==> config.mk <==
export PLATFORM = sky130hd
export DESIGN_NAME = alarm_annunciator
export DESIGN_NICKNAME = d
export VERILOG_FILES = /design/src/alarm_pkg.sv /design/src/alarm_annunciator.sv /design/src/input_conditioner.sv
export SDC_FILE = /design/constraint.sdc
export NUM_CORES = 1
export LEC_CHECK = 0
export ABC_AREA = 1
export BUFFER_PORTS_ARGS = -buffer_cell sky130_fd_sc_hd__buf_2
export CAP_MARGIN = 20
export CORE_MARGIN = 8
export CORE_UTILIZATION = 47
export CTS_CLUSTER_DIAMETER = 80
export DETAILED_ROUTE_END_ITERATION = 10
export PLACE_DENSITY = 0.64
export SKIP_LAST_GASP = 1
export SLEW_MARGIN = 30
export SYNTH_ARGS = -nofsm -noshare
export SYNTH_HDL_FRONTEND = slang
export SYNTH_SLANG_ARGS = --single-unit
==> constraint.sdc <==
create_clock -name clk -period 3.79 [get_ports clk]
set_input_delay 0.9475 -clock clk [delete_from_list [all_inputs] [get_ports clk]]
set_output_delay 0.9475 -clock clk [all_outputs]
set_load 0.02 [all_outputs]
==> src/alarm_pkg.sv <==
// Shared constants for the four-channel alarm annunciator
package alarm_pkg;
  localparam int unsigned CLK_HZ        = 10_000_000;
  localparam int unsigned NUM_CH        = 4;
  localparam int unsigned DEBOUNCE_MS   = 20;
  localparam int unsigned DEBOUNCE_CYC  = (CLK_HZ / 1000) * DEBOUNCE_MS;
  localparam int unsigned SYNC_STAGES   = 3;
  localparam logic        OUT_RST       = 1'b0;
  localparam logic        NORMAL_RST    = 1'b1;

  typedef enum logic [1:0] {
    BELL_IDLE     = 2'b00,
    BELL_RINGING  = 2'b01,
    BELL_SILENCED = 2'b10
  } bell_state_t;
endpackage

==> src/alarm_annunciator.sv <==
// Four-channel alarm annunciator: warnings, normal lamp, bell, relays
// What this block does
// - Warning output per channel stays on while that channel is faulted.
// - Normal output on while no channel faulted, off on any fault.
// - Bell rings when any channel faulted, unless silenced.
// - Bell goes off once all channels are back to normal.
// - Silence press while ringing stops bell until a further warning.
// - Each channel drives its own aux relay, energized while that channel is faulted.
// - Aux relays ignore silence and test and follow only their channel fault.
// - Test held with all normal lights all warnings and the bell.
// - Normal output goes off while test is held.
// - Test release with no faults restores normal, clears warnings and bell.
// - Silence during test stops bell but warnings stay on.
// - Inverse mode: open sensor is normal, shorted sensor is fault.
// - Direct mode: open sensor is fault, shorted sensor is normal.
// - Each channel has its own polarity mode input.
// - System-fault changeover in alarm state until silence or warning clears.
`timescale 1ns/1ps
module alarm_annunciator
  import alarm_pkg::*;
#(
  parameter int unsigned CHANNELS   = NUM_CH,
  parameter int unsigned SETTLE_CYC = DEBOUNCE_CYC
) (
  input  wire logic                clk,
  input  wire logic                arst_n,
  input  wire logic [CHANNELS-1:0] sensor_shorted,
  input  wire logic [CHANNELS-1:0] inverse_mode,
  input  wire logic                test_button,
  input  wire logic                silence_button,
  output logic      [CHANNELS-1:0] warning_out,
  output logic                     normal_out,
  output logic                     bell_out,
  output logic      [CHANNELS-1:0] aux_relay_on,
  output logic                     sys_fault_alarm
);
  logic [CHANNELS-1:0] shorted_c;
  logic                test_c;
  logic                silence_c;

  // Sensors settle before use; unknown at reset counts as open circuit
  for (genvar i = 0; i < CHANNELS; i++) begin : g_ch
    input_conditioner #(
      .SETTLE_CYC (SETTLE_CYC)
    ) u_sense (
      .clk       (clk),
      .arst_n    (arst_n),
      .raw_in    (sensor_shorted[i]),
      .rst_val   (1'b0),
      .clean_out (shorted_c[i])
    );
  end

  input_conditioner #(
    .SETTLE_CYC (SETTLE_CYC)
  ) u_test (
    .clk       (clk),
    .arst_n    (arst_n),
    .raw_in    (test_button),
    .rst_val   (1'b0),
    .clean_out (test_c)
  );

  input_conditioner #(
    .SETTLE_CYC (SETTLE_CYC)
  ) u_silence (
    .clk       (clk),
    .arst_n    (arst_n),
    .raw_in    (silence_button),
    .rst_val   (1'b0),
    .clean_out (silence_c)
  );

  function automatic logic [CHANNELS-1:0] decode_fault(
    input logic [CHANNELS-1:0] shorted,
    input logic [CHANNELS-1:0] inverse
  );
    // Inverse: short means fault; direct: open means fault
    decode_fault = ~(shorted ^ inverse);
  endfunction

  localparam int unsigned WARM_CYC = SYNC_STAGES + SETTLE_CYC;
  localparam int unsigned WW       = $clog2(WARM_CYC + 1);

  logic [CHANNELS-1:0] fault;
  logic                any_fault;
  logic                test_live;
  logic                test_active;
  logic [WW-1:0]       warm_q;
  logic [WW-1:0]       warm_d;
  logic                warm_done;

  // Outputs rest until every conditioner has seen its pin once
  always_comb begin
    warm_done = (warm_q == WW'(WARM_CYC));
    warm_d    = warm_q;
    if (!warm_done) begin
      warm_d = warm_q + WW'(1);
    end
  end

  always_ff @(posedge clk or negedge arst_n) begin
    if (!arst_n) begin
      warm_q <= '0;
    end else begin
      warm_q <= warm_d;
    end
  end

  assign fault       = warm_done ? decode_fault(shorted_c, inverse_mode) : '0;
  assign any_fault   = |fault;
  assign test_live   = warm_done && test_c;
  assign test_active = test_live && !any_fault;

  bell_state_t         bell_q;
  bell_state_t         bell_d;
  logic [CHANNELS-1:0] fault_q;
  logic [CHANNELS-1:0] fault_d;
  logic                test_q;
  logic                test_d;
  logic [CHANNELS-1:0] warn_q;
  logic [CHANNELS-1:0] warn_d;
  logic [CHANNELS-1:0] aux_q;
  logic [CHANNELS-1:0] aux_d;
  logic                normal_q;
  logic                normal_d;
  logic                bell_out_q;
  logic                bell_out_d;
  logic                sysf_q;
  logic                sysf_d;
  logic                alarm_cause;
  logic                new_cause;

  // Last cycle's causes, for the re-arm edge
  always_comb begin
    fault_d = fault;
    test_d  = test_active;
  end

  always_ff @(posedge clk or negedge arst_n) begin
    if (!arst_n) begin
      fault_q <= '0;
      test_q  <= 1'b0;
    end else begin
      fault_q <= fault_d;
      test_q  <= test_d;
    end
  end

  // Bell: idle, ringing or silenced
  always_comb begin
    alarm_cause = any_fault || test_active;
    // A channel newly faulted, or a fresh test press, re-arms the bell
    new_cause   = (|(fault & ~fault_q)) || (test_active && !test_q);
    bell_d      = bell_q;
    case (bell_q)
      BELL_IDLE: begin
        if (alarm_cause) begin
          bell_d = BELL_RINGING;
        end
      end
      BELL_RINGING: begin
        if (!alarm_cause) begin
          bell_d = BELL_IDLE;
        end else if (silence_c && !new_cause) begin
          bell_d = BELL_SILENCED;
        end
      end
      BELL_SILENCED: begin
        if (!alarm_cause) begin
          bell_d = BELL_IDLE;
        end else if (new_cause) begin
          bell_d = BELL_RINGING;
        end
      end
      default: begin
        bell_d = BELL_IDLE;
      end
    endcase
  end

  always_ff @(posedge clk or negedge arst_n) begin
    if (!arst_n) begin
      bell_q <= BELL_IDLE;
    end else begin
      bell_q <= bell_d;
    end
  end

  // Lamps and contacts registered so they never glitch
  always_comb begin
    warn_d     = test_active ? {CHANNELS{1'b1}} : fault;
    aux_d      = fault;
    normal_d   = !any_fault && !test_live;
    bell_out_d = (bell_d == BELL_RINGING);
    sysf_d     = (bell_d == BELL_RINGING) && any_fault;
  end

  always_ff @(posedge clk or negedge arst_n) begin
    if (!arst_n) begin
      warn_q     <= '0;
      aux_q      <= '0;
      normal_q   <= NORMAL_RST;
      bell_out_q <= OUT_RST;
      sysf_q     <= OUT_RST;
    end else begin
      warn_q     <= warn_d;
      aux_q      <= aux_d;
      normal_q   <= normal_d;
      bell_out_q <= bell_out_d;
      sysf_q     <= sysf_d;
    end
  end

  assign warning_out     = warn_q;
  assign aux_relay_on    = aux_q;
  assign normal_out      = normal_q;
  assign bell_out        = bell_out_q;
  assign sys_fault_alarm = sysf_q;
endmodule

==> src/input_conditioner.sv <==
// Three-stage synchroniser with a settle-time debounce for one input
`timescale 1ns/1ps
module input_conditioner
  import alarm_pkg::*;
#(
  parameter int unsigned SETTLE_CYC = DEBOUNCE_CYC
) (
  input  wire logic clk,
  input  wire logic arst_n,
  input  wire logic raw_in,
  input  wire logic rst_val,
  output logic      clean_out
);
  localparam int unsigned CW = $clog2(SETTLE_CYC + 1);

  logic [2:0]    sync_q;
  logic [2:0]    sync_d;
  logic [CW-1:0] cnt_q;
  logic [CW-1:0] cnt_d;
  logic          out_q;
  logic          out_d;
  logic          init_q;
  logic          init_d;

  always_comb begin
    sync_d = {sync_q[1:0], raw_in};
    cnt_d  = cnt_q;
    out_d  = out_q;
    init_d = 1'b1;
    if (!init_q) begin
      out_d = rst_val;
    end else if (sync_q[1] != sync_q[2] || sync_q[2] == out_q) begin
      // Only a stable, differing level advances the settle count
      cnt_d = '0;
    end else if (cnt_q >= CW'(SETTLE_CYC - 1)) begin
      cnt_d = '0;
      out_d = sync_q[2];
    end else begin
      cnt_d = cnt_q + CW'(1);
    end
  end

  always_ff @(posedge clk or negedge arst_n) begin
    if (!arst_n) begin
      sync_q <= 3'h0;
      cnt_q  <= '0;
      out_q  <= 1'b0;
      init_q <= 1'b0;
    end else begin
      sync_q <= sync_d;
      cnt_q  <= cnt_d;
      out_q  <= out_d;
      init_q <= init_d;
    end
  end

  assign clean_out = out_q;
endmodule

==> summary.txt <==
Status
  • Outcome: completed

Synthesis
  • Synth Net Count: 1038
  • Netlist cell types: 47
  • Cell taking the most area after synthesis: dfrtp_1
  • Sequential area share after synthesis: 0.471
  • Ys async rst share: 1.00
  • Top_reg_cell synth: dfrtp_1
  • Mux contribution to synthesized area: 0.00571
  • Post-Syn Instances: 1019
  • Largest family of logic cells by synthesized area: simple AND/OR/NAND/NOR gates
  • Post-Synth Simple-Gate Area: 0.238
  • Post-synthesis area per instance: 8.61 um2
  • Post-synth EDFFs: 0
  • Top cells by area, synth: dfrtp_1, xor2_1, nand2_1
  • Share of the synthesized area in the top cell type: 0.468
  • Synthesized-area fraction occupied by adder cells: 0.00999
  • Mapped Area: 8770 um2
  • Ys Warns: 0
  • Compound-Gate Fraction of Synth Area: 0.113
  • Synth Register Bits: 165
  • XOR/XNOR share of the synthesized area: 0.0859

Detailed routing
  • DRT Pass-1 Iters: 5
  • Post-Route WL: 17500 um
  • Wire per inst: 13.6 um
  • Final antenna-violating net count: 0
  • DR iter-0 viols: 337
  • Met1 Routed Length: 8600 um
  • # DRC: 0
  • Met2 WL post-DR: 8100 um
  • Vias/cell: 5.25
  • Top Layer Used: met4
  • Metal3 WL: 600 um
  • Vias: 6775

Timing
  • TNS Setup: 0 ns
  • Setup Viol. Count Final: 0
  • Final min period: 2.11 ns
  • RSZ-0062 raised after global routing: no
  • Fin crit share: 0.557
  • Relative slew slack: 0.342
  • Max Clock Skew: 0.00767 ns
  • Slew @ Worst Pin: 0.987 ns
  • Final Max Tran Viols: 0
  • Hold violation total from the final report: 0
  • Maximum clock frequency: 474 MHz

Hold path
  • Hold crit path type: flip-flop to flip-flop
  • HP Start: g_ch[3].u_sense.sync_q[0]

Global routing
  • GRT Total Usage: 0.158
  • Gr ovfl total: 0
  • Number of global-route vias before repair: 6797
  • Largest net degree at the start of global routing: 85
  • Global-route wire length before repair: 31200 um
  • Initial antenna violation count: 0

Setup path
  • Slowest cell on crit path: buf_4
  • Setup crit end kind: flip-flop
  • Crit path cell chain: buf_4, nand3_1, o21ai_1
  • Crit path launch type: flip-flop
  • Kind of critical path: flip-flop to flip-flop
  • Critical Path RT: 4.13 ns
  • Crit path from: u_silence.init_q
  • Reg2reg setup slack: 1.68 ns
  • Data arrival, critical path: 2.45 ns
  • R2R Path Start: u_silence.init_q
  • Critical path fanouts, max: 84
  • Largest stage delay on the critical path: 0.76 ns

Clock network
  • CTS buffer count: 17
  • Hold Buf Count CTS: 0
  • Root Buffer: clkbuf_16
  • Sink Count: 165
  • Deepest clock path buffer count: 2
  • Worst-Skew Late Latency: 0.43 ns
  • Reg clk slew, reported paths: 0.06 ns
  • CTS tree: yes
  • CTS H-tree depth: 4
  • # resized after CTS: 0
  • Post-CTS Setup Bufs: 0

Floorplan
  • Die span in x: 153 um
  • Core box area: 18500 um2
  • Die area: 23300 um2
  • Placement row count: 50
  • DIE HEIGHT: 153 um
  • Initial core utilization: 0.474
  • I/O pin count: 23

Power
  • Worst vdd ir: 301 uV
  • Power Dens Cells: 385 nW/um2
  • P_leak: 4.07 nW

Finish
  • NumNets Final: 1063
  • Ant diodes: 0
  • Fillcell total: 1732
  • Layout cells sized above 1: 0.132
  • Area Overhead vs Synth: 11.1%
  • Post-layout util: 0.526

Job
  • MaxCap Viol Count: 0

Placed design
  • Buffers on Ports: 22
  • DP HPWL: 12100 um
  • GPL Wtd Cong: 0.831
==> registers in the layout (all words and copies together) (netlist names), 4 cells and up <==
name / count
g_ch.u_sense.cnt_q: 72
u_silence.cnt_q: 18
u_test.cnt_q: 18
warm_q: 18
g_ch.u_sense.sync_q: 12
aux_relay_on: 4
g_ch.u_sense.clean_out: 4
warning_out: 4
==> cells by family (layout without fill, tap and decap cells) <==
group | count (synthesis) | after routing
simple gates | 420 | 420
buf+inv | 168 | 205
compound gates | 167 | 167
flops | 165 | 165
xor+xnor | 86 | 86
fa+ha+maj | 7 | 7
mux | 5 | 5
other cells | 1 | 1
==> final cells by class <==
type / count / area, um2 / share of cell area
sequential: 165 / 4130 / 0.424
multi-input combinational: 686 / 3980 / 0.408
inverter: 148 / 557 / 0.0571
clock buffer: 18 / 429 / 0.0440
tap: 234 / 293 / 0.0300
clock inverter: 13 / 183 / 0.0187
timing repair buffer: 26 / 171 / 0.0176
==> Yosys cell counts, types with 2 or more instances <==
cell type	number
or2_1	4
o21ai_1	8
o22ai_1	69
o21ai_2	3
nor2_4	7
a41oi_1	3
nand4_1	22
ha_1	7
nor4_2	6
nor2_1	73
buf_4	3
xnor2_1	12
buf_6	2
a22o_1	3
o21ai_0	43
inv_1	130
o211ai_1	3
nor3_2	3
nand3_2	7
nand2_4	2
xor2_1	74
nor3_1	25
dfrtp_1	164
a21oi_2	3
a31oi_1	7
nand2_2	14
mux2i_1	5
inv_2	16
nand3_1	65
nor2_2	16
clkbuf_1	12
nand2_1	156
nor4_1	15
o21a_1	3
a21oi_1	21
buf_2	2
==> per-layer routing <==
| metal | vias to the layer above | global-route usage |
|---|---|---|
| met5 | - | 0 |
| met4 | 0 | 0.0495 |
| met3 | 13 | 0.0386 |
| met2 | 84 | 0.255 |
| met1 | 3241 | 0.207 |
| li1 | 3437 | - |
==> where the power goes <==
group / total [W] / internal [W] / switching, W
logic: 0.000144 / 0.0000399 / 0.000104
registers: 0.00181 / 0.00179 / 0.0000264
clock network: 0.00179 / 0.00110 / 0.000696
==> worst paths after layout <==
path	to	cells past startpoint
max reg2reg	u_silence.cnt_q[17]	3
min in group asynchronous	warm_q[15]	1
max	u_silence.cnt_q[17]	3
min reg2reg	g_ch[3].u_sense.sync_q[1]	0
max in group asynchronous	u_silence.cnt_q[0]	2
min	g_ch[3].u_sense.sync_q[1]	0
==> cells in the final DEF, fill, tap and decap left out, types with 17 or more instances in the layout <==
cell type	count
nor3_1	25
nand4_1	22
nand2_1	156
xor2_1	74
dfrtp_1	163
nand3_1	65
buf_2	21
inv_1	130
nor2_1	73
a21oi_1	21
clkbuf_16	17
o22ai_1	69
o21ai_0	43
==> worst max-delay path, delay by kind of cell (launching register included) <==
family	cells	cell delay [ns]
AOI/OAI and AO/OA	1	0.28
buffers and inverters	1	0.76
DFF	1	0.35
and+or+nand+nor	1	0.61
==> through the flow <==
stage / instances / hold WS, ns / setup WS (ns) / power (W) / cell area (um2)
floorplan: 1019 / 0.331 / 1.98 / 0.00192 / 8770
global placement: 1259 / 0.335 / 1.73 / 0.00199 / 9130
detailed placement: 1259 / 0.338 / 1.69 / 0.00199 / 9130
CTS: 1290 / 0.352 / 1.72 / 0.00381 / 9740
global route: 1290 / 0.354 / 1.54 / 0.00390 / 9740
finish: 1290 / 0.348 / 1.68 / 0.00375 / 9740
Power figures use the tool's default switching activity.
